==> config.mk <==
export PLATFORM = sky130hd
export DESIGN_NAME = gsr_top
export DESIGN_NICKNAME = d
export VERILOG_FILES = /design/src/logic/gsr_pkg.sv /design/src/logic/gsr_top.sv /design/src/logic/gsr_err_tally.sv /design/src/logic/gsr_slave_bank.sv
export SDC_FILE = /design/constraint.sdc
export NUM_CORES = 2
export LEC_CHECK = 0
export BUFFER_PORTS_ARGS = -buffer_cell sky130_fd_sc_hd__buf_2
export CAP_MARGIN = 30
export CORE_MARGIN = 3
export CORE_UTILIZATION = 54
export CTS_CLUSTER_SIZE = 24
export DETAILED_ROUTE_END_ITERATION = 6
export HOLD_SLACK_MARGIN = 0.08
export PLACE_DENSITY_LB_ADDON = 0.15
export SLEW_MARGIN = 10
export SYNTH_ARGS = -nofsm -noshare
export SYNTH_HDL_FRONTEND = slang
export SYNTH_SLANG_ARGS = --single-unit
==> constraint.sdc <==
create_clock -name SYS_CLK -period 2.1 [get_ports SYS_CLK]
set_input_delay 0.105 -clock SYS_CLK [delete_from_list [all_inputs] [get_ports SYS_CLK]]
set_output_delay 0.105 -clock SYS_CLK [all_outputs]
set_load 0.03 [all_outputs]
==> src/logic/gsr_pkg.sv <==
// constants, types and helpers of the gateway system register bank
package gsr_pkg;

  // ---------------------------------------------------------------
  // master register indices (byte address is four times the index)
  // ---------------------------------------------------------------
  localparam logic [10:0] IDX_IDENTITY  = 11'h400;
  localparam logic [10:0] IDX_FW_LEVEL  = 11'h401;
  localparam logic [10:0] IDX_SETUP     = 11'h402;
  localparam logic [10:0] IDX_ROUTING   = 11'h403;
  localparam logic [10:0] IDX_STATUS    = 11'h404;
  localparam logic [10:0] IDX_STATION   = 11'h408;
  localparam logic [10:0] IDX_RATE      = 11'h409;
  localparam logic [10:0] IDX_FORMAT    = 11'h40a;
  localparam logic [10:0] IDX_HOST_ERR  = 11'h40e;
  localparam logic [10:0] IDX_FIELD_ERR = 11'h40f;

  // ---------------------------------------------------------------
  // slave groups, 32 words each
  // ---------------------------------------------------------------
  localparam int          NUM_SLAVES  = 4;
  localparam logic [10:0] SLAVE_BASE1 = 11'h420;
  localparam logic [10:0] SLAVE_BASE2 = 11'h440;
  localparam logic [10:0] SLAVE_BASE3 = 11'h460;
  localparam logic [10:0] SLAVE_BASE4 = 11'h480;
  localparam logic [5:0]  GRP_MASTER  = IDX_IDENTITY[10:5];
  localparam logic [5:0]  GRP_SLAVE1  = SLAVE_BASE1[10:5];
  localparam logic [5:0]  GRP_SLAVE4  = SLAVE_BASE4[10:5];
  localparam logic [4:0]  OFS_REAL    = 5'h00;
  localparam logic [4:0]  OFS_FW      = 5'h01;
  localparam logic [4:0]  OFS_PATH1   = 5'h04;
  localparam logic [4:0]  OFS_PATH2   = 5'h05;
  // writable slots: wanted topology, offset, gain, resist, smoothing, junction
  localparam int          NUM_SLOTS   = 6;
  localparam logic [4:0]  SLOT_OFS [NUM_SLOTS] = '{5'h02, 5'h08, 5'h09, 5'h0a, 5'h0e, 5'h0f};
  localparam int          SLOT_WANTED = 0;

  // ---------------------------------------------------------------
  // field positions
  // ---------------------------------------------------------------
  localparam int SETUP_FREQ_BIT  = 2;
  localparam int REP_STRIDE      = 3;
  localparam int REP_COUNT_LSB   = 12;
  localparam int STS_ONE_BIT     = 6;
  localparam int STS_TWO_BIT     = 7;
  localparam int STS_CMD_LSB     = 8;
  localparam int STS_DIAG_BIT    = 12;
  localparam int STS_FORCED_BIT  = 13;
  localparam int TOPO_TYPE_LSB   = 4;

  // ---------------------------------------------------------------
  // writable bits and reset values
  // ---------------------------------------------------------------
  localparam logic [15:0] SETUP_WMASK = 16'h0007;
  localparam logic [15:0] REP_WMASK   = 16'h76db;
  localparam logic [15:0] STS_WMASK   = 16'h1003;
  localparam logic [15:0] ADDR_WMASK  = 16'h00ff;
  localparam logic [15:0] RATE_WMASK  = 16'h0007;
  localparam logic [15:0] FMT_WMASK   = 16'h0003;
  localparam logic [15:0] SETUP_RST   = 16'h0000;
  localparam logic [15:0] REP_RST     = 16'h0000;
  localparam logic [15:0] STS_RST     = 16'h0000;
  localparam logic [15:0] ADDR_RST    = 16'h0001;
  localparam logic [15:0] RATE_RST    = 16'h0001;
  localparam logic [15:0] FMT_RST     = 16'h0000;
  localparam logic [15:0] SLOT_RST    = 16'h0000;

  typedef enum logic [1:0] {PATH_ONE = 2'b00, PATH_TWO = 2'b01, PATH_SMART = 2'b10} gsr_path_t;
  typedef enum logic [1:0] {FMT_8N1 = 2'b00, FMT_8E1 = 2'b01, FMT_8O1 = 2'b10, FMT_8N2 = 2'b11} gsr_fmt_t;

  // byte-lane merge of a 16-bit register, limited to its writable bits
  function automatic logic [15:0] merge(input logic [15:0] old, input logic [15:0] wd,
                                        input logic [1:0] strb, input logic [15:0] wmask);
    logic [15:0] lane;
    lane = {{8{strb[1]}}, {8{strb[0]}}} & wmask;
    return (old & ~lane) | (wd & lane);
  endfunction

endpackage

==> src/logic/gsr_top.sv <==
// gateway system register bank: master words and four slave groups over APB
// Operation
// identity word is read-only; writes leave it unchanged
// firmware word is read-only: main revision bits 7..4, sub revision 3..0
// setup bits 1..0 select line one, line two or smart mode
// setup bit 2 selects 50 or 60 Hz mains; bits 15..3 reserved
// routing word holds four 2-bit repeater fields at 1..0,4..3,7..6,10..9
// routing bits 14..12 hold the number of installed repeaters
// each repeater picks one of four units independently, sharing allowed
// mapping codes 0..3 mean units 1..4
// status bits 1..0 name the unit that a calibration push addresses
// bits 6,7 show lines running, bit 13 override, bit 12 diagnostic mode
// status bits 8..11 are write-only command pulses
// station address sits in the low eight bits
// rate index bits 2..0 select 4800 up to 115200 baud
// host never programs a rate index above 5
// format index selects 8N1, 8E1, 8O1 or 8N2
// two error tallies count link and field errors; any write clears
// slave groups of 32 words at 0x420, 0x440, 0x460, 0x480
// slave registers at fixed offsets inside each group
// reserved words read zero and ignore writes
// real topology is read-only, wanted topology written, difference flagged
// topology bits 2..0 count expansion units, 16 channels each
// topology bits 7..4 give the unit type, zero when absent
// host programs station address only within 1..247
// identity code occupies bits 7..0 of the identity word
// line tallies count errors, read in diagnostic mode, clear on write
`timescale 1ns/100ps
module gsr_top #(
  parameter logic [7:0] IDENTITY_CODE = 8'h3c, // value is arbitrary
  parameter logic [3:0] REV_MAIN      = 4'h1,
  parameter logic [3:0] REV_SUB       = 4'h0
) (
  input  wire logic        SYS_CLK,
  input  wire logic        RESETN,
  input  wire logic        PSEL,
  input  wire logic        PENABLE,
  input  wire logic        PWRITE,
  input  wire logic [15:0] PADDR,
  input  wire logic [31:0] PWDATA,
  input  wire logic [3:0]  PSTRB,
  output      logic [31:0] PRDATA,
  output      logic        PREADY,
  output      logic        PSLVERR,
  input  wire logic        PATH_ONE_ACTIVE,
  input  wire logic        PATH_TWO_ACTIVE,
  input  wire logic        PATH_FORCED_FLAG,
  input  wire logic        HOST_LINK_ERR,
  input  wire logic        FIELD_LINK_ERR,
  input  wire logic [3:0]  PATH1_ERR,
  input  wire logic [3:0]  PATH2_ERR,
  input  wire logic [63:0] SLAVE_REAL_TOPO,
  input  wire logic [63:0] SLAVE_FW_LEVEL,
  output      logic [1:0]  FIELD_PATH_SELECT,
  output      logic        MAINS_FREQUENCY_SEL,
  output      logic [2:0]  REPEATER_COUNT,
  output      logic [15:0] REP_SOURCE_UNIT,
  output      logic [1:0]  TARGET_UNIT_CODE,
  output      logic        DIAGNOSTIC_STATE,
  output      logic        RESTART_UNITS_CMD,
  output      logic        REBOOT_WHOLE_CMD,
  output      logic        CAL_READ_BACK_CMD,
  output      logic        CAL_PUSH_CMD,
  output      logic [7:0]  STATION_ADDRESS,
  output      logic [2:0]  LINK_RATE_INDEX,
  output      logic        PARITY_EN,
  output      logic        PARITY_ODD,
  output      logic        TWO_STOP,
  output      logic [63:0] WANTED_TOPO,
  output      logic [3:0]  TOPO_MISMATCH,
  output      logic [3:0]  UNIT_PRESENT,
  output      logic [11:0] UNIT_CHAN_BLOCKS
);

  // ---------------------------------------------------------------
  // address decode
  // ---------------------------------------------------------------
  wire [10:0] idx       = PADDR[12:2];
  wire [5:0]  grp       = idx[10:5];
  wire [4:0]  off       = idx[4:0];
  wire [5:0]  grp_rel   = grp - gsr_pkg::GRP_SLAVE1;
  wire [1:0]  slv_idx   = grp_rel[1:0];
  wire        top_ok    = PADDR[15:13] == 3'b000;
  wire        mst_hit   = top_ok && grp == gsr_pkg::GRP_MASTER;
  wire        slv_hit   = top_ok && grp >= gsr_pkg::GRP_SLAVE1 && grp <= gsr_pkg::GRP_SLAVE4;
  wire        setup_ph  = PSEL && !PENABLE;
  wire        access_ph = PSEL && PENABLE;
  wire        wr_acc    = access_ph && PWRITE;
  wire        mst_wr    = wr_acc && mst_hit;
  wire [15:0] wd        = PWDATA[15:0];
  wire [1:0]  strb      = PSTRB[1:0];

  wire wr_setup = mst_wr && off == gsr_pkg::IDX_SETUP[4:0];
  wire wr_rep   = mst_wr && off == gsr_pkg::IDX_ROUTING[4:0];
  wire wr_sts   = mst_wr && off == gsr_pkg::IDX_STATUS[4:0];
  wire wr_addr  = mst_wr && off == gsr_pkg::IDX_STATION[4:0];
  wire wr_rate  = mst_wr && off == gsr_pkg::IDX_RATE[4:0];
  wire wr_fmt   = mst_wr && off == gsr_pkg::IDX_FORMAT[4:0];
  wire wr_herr  = mst_wr && off == gsr_pkg::IDX_HOST_ERR[4:0];
  wire wr_ferr  = mst_wr && off == gsr_pkg::IDX_FIELD_ERR[4:0];

  // ---------------------------------------------------------------
  // master registers
  // ---------------------------------------------------------------
  logic [15:0] setup_r;
  logic [15:0] rep_r;
  logic [15:0] sts_r;
  logic [15:0] addr_r;
  logic [15:0] rate_r;
  logic [15:0] fmt_r;
  logic [3:0]  cmd_r;
  logic [3:0]  cmd_nxt;
  logic [15:0] rep_unit_r;
  logic [15:0] rep_unit_nxt;
  logic [2:0]  frame_r;
  logic [31:0] prdata_r;
  logic [15:0] host_tally;
  logic [15:0] field_tally;

  always_ff @(posedge SYS_CLK or negedge RESETN) begin
    if (!RESETN) begin
      setup_r <= gsr_pkg::SETUP_RST;
      rep_r   <= gsr_pkg::REP_RST;
      sts_r   <= gsr_pkg::STS_RST;
      addr_r  <= gsr_pkg::ADDR_RST;
      rate_r  <= gsr_pkg::RATE_RST;
      fmt_r   <= gsr_pkg::FMT_RST;
    end else begin
      if (wr_setup) setup_r <= gsr_pkg::merge(setup_r, wd, strb, gsr_pkg::SETUP_WMASK);
      if (wr_rep) rep_r <= gsr_pkg::merge(rep_r, wd, strb, gsr_pkg::REP_WMASK);
      if (wr_sts) sts_r <= gsr_pkg::merge(sts_r, wd, strb, gsr_pkg::STS_WMASK);
      if (wr_addr) addr_r <= gsr_pkg::merge(addr_r, wd, strb, gsr_pkg::ADDR_WMASK);
      if (wr_rate) rate_r <= gsr_pkg::merge(rate_r, wd, strb, gsr_pkg::RATE_WMASK);
      if (wr_fmt) fmt_r <= gsr_pkg::merge(fmt_r, wd, strb, gsr_pkg::FMT_WMASK);
    end
  end

  // command bits act once per write and are never stored
  assign cmd_nxt = (wr_sts && strb[1]) ? wd[gsr_pkg::STS_CMD_LSB +: 4] : 4'h0;

  // repeater routing: code n selects unit n+1, one-hot per repeater
  for (genvar r = 0; r < 4; r++) begin : g_rep
    wire [1:0] code = rep_r[r*gsr_pkg::REP_STRIDE +: 2];
    assign rep_unit_nxt[r*4 +: 4] = 4'h1 << code;
  end

  always_ff @(posedge SYS_CLK or negedge RESETN) begin
    if (!RESETN) begin
      cmd_r      <= 4'h0;
      rep_unit_r <= 16'h0000;
      frame_r    <= 3'b000;
    end else begin
      cmd_r      <= cmd_nxt;
      rep_unit_r <= rep_unit_nxt;
      frame_r    <= {fmt_r[1:0] == gsr_pkg::FMT_8N2, fmt_r[1:0] == gsr_pkg::FMT_8O1,
                     fmt_r[1:0] == gsr_pkg::FMT_8E1 || fmt_r[1:0] == gsr_pkg::FMT_8O1};
    end
  end

  gsr_err_tally #(.W(16)) u_host_tally (
    .clk   (SYS_CLK),
    .rst_n (RESETN),
    .inc   (HOST_LINK_ERR),
    .clr   (wr_herr),
    .count (host_tally)
  );

  gsr_err_tally #(.W(16)) u_field_tally (
    .clk   (SYS_CLK),
    .rst_n (RESETN),
    .inc   (FIELD_LINK_ERR),
    .clr   (wr_ferr),
    .count (field_tally)
  );

  // ---------------------------------------------------------------
  // slave groups
  // ---------------------------------------------------------------
  logic [15:0] slv_rd [gsr_pkg::NUM_SLAVES];

  for (genvar s = 0; s < gsr_pkg::NUM_SLAVES; s++) begin : g_slave
    gsr_slave_bank u_bank (
      .clk         (SYS_CLK),
      .rst_n       (RESETN),
      .wr_en       (wr_acc && slv_hit && slv_idx == 2'(s)),
      .off         (off),
      .wdata       (wd),
      .strb        (strb),
      .diag        (sts_r[gsr_pkg::STS_DIAG_BIT]),
      .real_topo   (SLAVE_REAL_TOPO[s*16 +: 16]),
      .fw_level    (SLAVE_FW_LEVEL[s*16 +: 16]),
      .path1_err   (PATH1_ERR[s]),
      .path2_err   (PATH2_ERR[s]),
      .rdata       (slv_rd[s]),
      .wanted_topo (WANTED_TOPO[s*16 +: 16]),
      .mismatch    (TOPO_MISMATCH[s]),
      .present     (UNIT_PRESENT[s]),
      .chan_blocks (UNIT_CHAN_BLOCKS[s*3 +: 3])
    );
  end

  // ---------------------------------------------------------------
  // read path
  // ---------------------------------------------------------------
  logic [15:0] mst_rd;
  wire  [15:0] sts_view = {2'b00, PATH_FORCED_FLAG, sts_r[gsr_pkg::STS_DIAG_BIT], 4'h0,
                           PATH_TWO_ACTIVE, PATH_ONE_ACTIVE, 4'h0, sts_r[1:0]};

  always_comb begin
    case (off)
      gsr_pkg::IDX_IDENTITY[4:0]:  mst_rd = {8'h00, IDENTITY_CODE};
      gsr_pkg::IDX_FW_LEVEL[4:0]:  mst_rd = {8'h00, REV_MAIN, REV_SUB};
      gsr_pkg::IDX_SETUP[4:0]:     mst_rd = setup_r;
      gsr_pkg::IDX_ROUTING[4:0]:   mst_rd = rep_r;
      gsr_pkg::IDX_STATUS[4:0]:    mst_rd = sts_view;
      gsr_pkg::IDX_STATION[4:0]:   mst_rd = addr_r;
      gsr_pkg::IDX_RATE[4:0]:      mst_rd = rate_r;
      gsr_pkg::IDX_FORMAT[4:0]:    mst_rd = fmt_r;
      gsr_pkg::IDX_HOST_ERR[4:0]:  mst_rd = host_tally;
      gsr_pkg::IDX_FIELD_ERR[4:0]: mst_rd = field_tally;
      default:                     mst_rd = 16'h0000;
    endcase
  end

  wire [15:0] rd_word = mst_hit ? mst_rd : slv_hit ? slv_rd[slv_idx] : 16'h0000;

  // read data is captured in the setup cycle so the access phase needs no wait
  always_ff @(posedge SYS_CLK or negedge RESETN) begin
    if (!RESETN) begin
      prdata_r <= 32'h0000_0000;
    end else if (setup_ph && !PWRITE) begin
      prdata_r <= {16'h0000, rd_word};
    end
  end

  // ---------------------------------------------------------------
  // outputs
  // ---------------------------------------------------------------
  assign PRDATA              = prdata_r;
  assign PREADY              = 1'b1;
  assign PSLVERR             = access_ph && !mst_hit && !slv_hit;
  assign FIELD_PATH_SELECT   = setup_r[1:0];
  assign MAINS_FREQUENCY_SEL = setup_r[gsr_pkg::SETUP_FREQ_BIT];
  assign REPEATER_COUNT      = rep_r[gsr_pkg::REP_COUNT_LSB +: 3];
  assign REP_SOURCE_UNIT     = rep_unit_r;
  assign TARGET_UNIT_CODE    = sts_r[1:0];
  assign DIAGNOSTIC_STATE    = sts_r[gsr_pkg::STS_DIAG_BIT];
  assign RESTART_UNITS_CMD   = cmd_r[0];
  assign REBOOT_WHOLE_CMD    = cmd_r[1];
  assign CAL_READ_BACK_CMD   = cmd_r[2];
  assign CAL_PUSH_CMD        = cmd_r[3];
  assign STATION_ADDRESS     = addr_r[7:0];
  assign LINK_RATE_INDEX     = rate_r[2:0];
  assign PARITY_EN           = frame_r[0];
  assign PARITY_ODD          = frame_r[1];
  assign TWO_STOP            = frame_r[2];

  wire rd_acc = access_ph && !PWRITE && mst_hit;
endmodule

==> src/logic/gsr_err_tally.sv <==
// saturating error counter that any write clears
`timescale 1ns/100ps
module gsr_err_tally #(
  parameter int W = 16
) (
  input  wire logic         clk,
  input  wire logic         rst_n,
  input  wire logic         inc,
  input  wire logic         clr,
  output      logic [W-1:0] count
);

  logic [W-1:0] count_r;
  logic [W-1:0] count_nxt;

  // an error in the clearing cycle still counts
  assign count_nxt = clr ? {{(W-1){1'b0}}, inc} :
                     (inc && !(&count_r)) ? count_r + {{(W-1){1'b0}}, 1'b1} : count_r;

  always_ff @(posedge clk or negedge rst_n) begin
    if (!rst_n) begin
      count_r <= '0;
    end else begin
      count_r <= count_nxt;
    end
  end

  assign count = count_r;

endmodule

==> src/logic/gsr_slave_bank.sv <==
// register group of one field slave
`timescale 1ns/100ps
module gsr_slave_bank (
  input  wire logic        clk,
  input  wire logic        rst_n,
  input  wire logic        wr_en,
  input  wire logic [4:0]  off,
  input  wire logic [15:0] wdata,
  input  wire logic [1:0]  strb,
  input  wire logic        diag,
  input  wire logic [15:0] real_topo,
  input  wire logic [15:0] fw_level,
  input  wire logic        path1_err,
  input  wire logic        path2_err,
  output      logic [15:0] rdata,
  output      logic [15:0] wanted_topo,
  output      logic        mismatch,
  output      logic        present,
  output      logic [2:0]  chan_blocks
);

  logic [15:0]                   slot_r [gsr_pkg::NUM_SLOTS];
  logic [gsr_pkg::NUM_SLOTS-1:0] slot_hit;
  logic [15:0]                   tally1;
  logic [15:0]                   tally2;
  wire                           clr1 = wr_en && off == gsr_pkg::OFS_PATH1;
  wire                           clr2 = wr_en && off == gsr_pkg::OFS_PATH2;

  for (genvar i = 0; i < gsr_pkg::NUM_SLOTS; i++) begin : g_slot
    assign slot_hit[i] = off == gsr_pkg::SLOT_OFS[i];
    always_ff @(posedge clk or negedge rst_n) begin
      if (!rst_n) begin
        slot_r[i] <= gsr_pkg::SLOT_RST;
      end else if (wr_en && slot_hit[i]) begin
        slot_r[i] <= gsr_pkg::merge(slot_r[i], wdata, strb, 16'hffff);
      end
    end
  end

  gsr_err_tally #(.W(16)) u_path1 (.clk(clk), .rst_n(rst_n), .inc(path1_err), .clr(clr1), .count(tally1));
  gsr_err_tally #(.W(16)) u_path2 (.clk(clk), .rst_n(rst_n), .inc(path2_err), .clr(clr2), .count(tally2));

  always_comb begin
    rdata = 16'h0000;
    if (off == gsr_pkg::OFS_REAL) rdata = real_topo;
    if (off == gsr_pkg::OFS_FW) rdata = fw_level;
    if (off == gsr_pkg::OFS_PATH1 && diag) rdata = tally1;
    if (off == gsr_pkg::OFS_PATH2 && diag) rdata = tally2;
    for (int i = 0; i < gsr_pkg::NUM_SLOTS; i++) begin
      if (slot_hit[i]) rdata = slot_r[i];
    end
  end

  assign wanted_topo = slot_r[gsr_pkg::SLOT_WANTED];
  assign mismatch    = real_topo != wanted_topo;
  assign present     = real_topo[gsr_pkg::TOPO_TYPE_LSB +: 4] != 4'h0;
  assign chan_blocks = real_topo[2:0] + 3'd1;
endmodule

==> flow_summary.yaml <==
timing:
  finalHoldViolations: 0
  setup_violations: 18
  slew_headroom_pct: 42.8
  rsz0062_at_grt: "true"
  tns_ns: -3.22
  drv_slew: 0
  fin_crit_sh_pct: 113
  worst_slew_pin_slew_ns: 0.857
  fin_crit_ns: 2.37
  setup_slack_ns: -0.273
  finClkSkew_ns: 0.0259
  fmax_mhz: 421
setup_path:
  cp.arrival_ns: 2.88
  max_stage_delay_ns: 0.43
  cp-end-kind: "flop"
  start_kind: "flop"
  path_max_fanout: 7
  cp_cell_sequence: "nand4bb_4 > buf_6 > nor2_4 > buf_12 > buf_4 > a221o_1 > a221oi_2 > or3_1 > a221o_1 > or3b_1"
  cp.required_ns: 2.60
  cpMostUsedCell: "a221o_1"
  worstRegToRegCells: 10
  r2r_end: "PRDATA[14]$_DFFE_PN0P_"
  criticalPathCategory: "reg -> reg"
  cp_slowest_cell: "dfrtp_2"
  reg2reg_slack_ns: -0.27
floorplanning:
  rows: 90
  start_util_pct: 54.9
  core_mm2: 0.0607
  io_pins: 359
  dieArea_mm2: 0.0647
  fp.dieH_um: 254
  die_w_um: 254
grt:
  grt_overflow: 0
  grtUsageTotal_pct: 47.4
  grt_pass1_vias: 30900
  grt_max_degree: 80
  grt_pass1_wl_um: 219000
  antenna_found_initial: 11
cts:
  cts_root_buf: "clkbuf_16"
  cts_tree: "yes"
  clk_pin_slew_ns: 0.06
  cts.path.max_buffers: 3
  cts_sinks: 613
  cts_buffers: 68
  clkLatencyLatePin_ns: 0.63
  ctsHtreeMaxLevel: 3
drt:
  post-route-drc-count: 19
  drtPass1Iterations: 7
  routedWlPerCell_um: 33.4
  via_count: 31600
  viasPerCell: 6.78
  wirelength_um: 156000
  drtIter0Drc: 4155
  antenna_left: 0
synthesis:
  postSynthAreaPerCell_um2: 10.8
  ys_ff_latch: 613
  synth_compound_area_share_pct: 12.2
  synth_top_family_by_area: "multiplexers"
  ys_seq_area_share_pct: 46.1
  async_reset_ff_share_pct: 100
  ys_types: 106
  ys.warnings.count: 0
  synth_area_mm2: 0.0333
  synth_edf_count: 0
  synthTopCellsByArea: "dfrtp_1 (46%), mux2_2 (12%), xor2_1 (3.6%)"
  synth.largest_area_cell: "dfrtp_1"
  synth_xor_area_share_pct: 4.94
  synth_top_area_share_pct: 45.9
  yosys.area_share.simple_pct: 14.1
  ys.flop_type: "dfrtp_1"
  synthMuxAreaShare_pct: 16.4
  synthCells: 3097
  synth_fa_ha_area_share_pct: 0.789
hold_path:
  whs_path_depth: 2
  holdPathEnd: "cmd_r[1]$_DFF_PN0_"
  hold_class: "in -> reg"
  hp-start: "PWDATA[9]"
run_status:
  status: "complete, but fails checks"
  violations: "DRC, setup timing"
layout:
  fin_util_pct: 70.7
  drive_gt1_share_pct: 42.2
  nets: 4046
  synthToLayoutAreaGrowth_pct: 28.8
power_and_ir_drop:
  ir_worst_vdd_uv: 895
  p_leak_nw: 20.9
  p_total_mw: 30.7
  p_per_area_mw_per_mm2: 717
placement:
  dpl.hpwl_um: 118000
  io_buffers: 321
  gp_congestion: 1.04
job:
  cap_viol_max_count: 0
==> area by class of cell <==
class                           instances  area [um^2]
Clock buffer                           91         1940
Multi-Input combinational cell       2183        17000
Inverter                               31          116
Fill cell                            4400        17800
Clock inverter                         28          372
Antenna cell                            6         15.0
Timing Repair Buffer                  930         7120
Sequential cell                       613        15400
Tap cell                              782          978
==> cells in the final DEF, fill, tap and decap left out, types with 16 or more instances in the layout <==
| cell type | count |
|---|---|
| nand4_1 | 46 |
| a21oi_1 | 93 |
| xnor2_1 | 50 |
| o22ai_1 | 53 |
| dfrtp_2 | 34 |
| mux2_2 | 366 |
| o221ai_1 | 21 |
| buf_12 | 65 |
| or3_1 | 26 |
| a22oi_1 | 33 |
| buf_4 | 520 |
| dlygate4sd3_1 | 16 |
| inv_1 | 29 |
| a221o_1 | 18 |
| o21ai_1 | 20 |
| and3_1 | 36 |
| nand2_1 | 180 |
| buf_2 | 316 |
| o21ai_0 | 101 |
| nor2_1 | 233 |
| xor2_1 | 128 |
| conb_1 | 17 |
| mux2i_1 | 61 |
| ha_1 | 20 |
| clkbuf_16 | 71 |
| nand3_1 | 113 |
| mux2_1 | 63 |
| a221oi_1 | 54 |
| dfrtp_1 | 577 |
| a221oi_2 | 25 |
| nor3_1 | 40 |
| o211ai_1 | 26 |
| nand3_2 | 41 |
==> per-stage QoR <==
step	std cells	setup WS [ns]	area [um^2]	hold WS, ns
final	4664	-0.273	42900	0.102
after global routing	4659	-0.309	42900	0.103
after CTS	4637	-0.203	42300	0.0915
after detailed placement	4487	-0.741	39300	0.147
after global placement	4486	-1.10	39300	0.155
after floorplan	3112	-0.0404	33400	-0.191
==> power by group <==
group	leakage (nW)	total [mW]	internal (mW)	switching, mW
clock network	1.15	12.6	7.39	5.24
logic	11.5	4.86	1.82	3.05
registers	8.31	13.2	12.4	0.825
total	20.9	30.7	21.6	9.12
==> how the worst max path moves through the flow <==
stage / start / endpoint / slack (ns) / cells after the start
after floorplan: PADDR[7] / flop / -0.04 / 11
after global placement: PADDR[4] / PRDATA[0]$_DFFE_PN0P_ / -1.10 / 12
after detailed placement: PADDR[4] / PRDATA[8]$_DFFE_PN0P_ / -0.74 / 12
after CTS: flop / PRDATA[7]$_DFFE_PN0P_ / -0.20 / 10
after global routing: flop / PRDATA[14]$_DFFE_PN0P_ / -0.31 / 10
final: flop / PRDATA[14]$_DFFE_PN0P_ / -0.27 / 10
==> synth_stat cells (63+ instances only) <==
cell type / count
nand3_1: 120
buf_2: 69
o21ai_0: 104
clkbuf_1: 74
mux2_1: 63
a221oi_1: 82
buf_4: 123
dfrtp_1: 611
nand2_1: 183
xor2_1: 138
mux2_2: 366
a21oi_1: 100
nor2_1: 242
==> kinds of logic after synthesis <==
| group | count (synthesis) |
|---|---|
| AOI/OAI and AO/OA | 580 |
| xor gates and xnor gates | 188 |
| muxes | 491 |
| other | 2 |
| and+or+nand+nor | 886 |
| buffers and inverters | 316 |
| adders and majority gates | 21 |
| DFF | 613 |
==> metal layers <==
metal | vias to the layer above | track usage [%] | wire (um)
met5 | - | 0 | 75
met4 | 12 | 33.0 | 13600
met3 | 706 | 11.8 | 18000
met2 | 2410 | 72.0 | 68300
met1 | 15700 | 59.8 | 55700
li1 | 12800 | - | -
==> critical path, delay by kind of cell (launching register included) <==
family          cells  cell delay [ns]
compound gates      3             0.71
simple gates        4             0.69
flops               1             0.43
buf+inv             3             0.41
==> repair_timing <==
item / 4_1_cts / 5_1_grt
endpoints found under the hold margin: 578 / 0
endpoints found under the setup margin: 28 / 86
buffers inserted: 17 / 20
cloned: 0 / 2
hold buffers: 16 / 0
pin swaps: 23 / 33
gates resized for setup: 87 / 91
(Power assumes the default switching activity.)
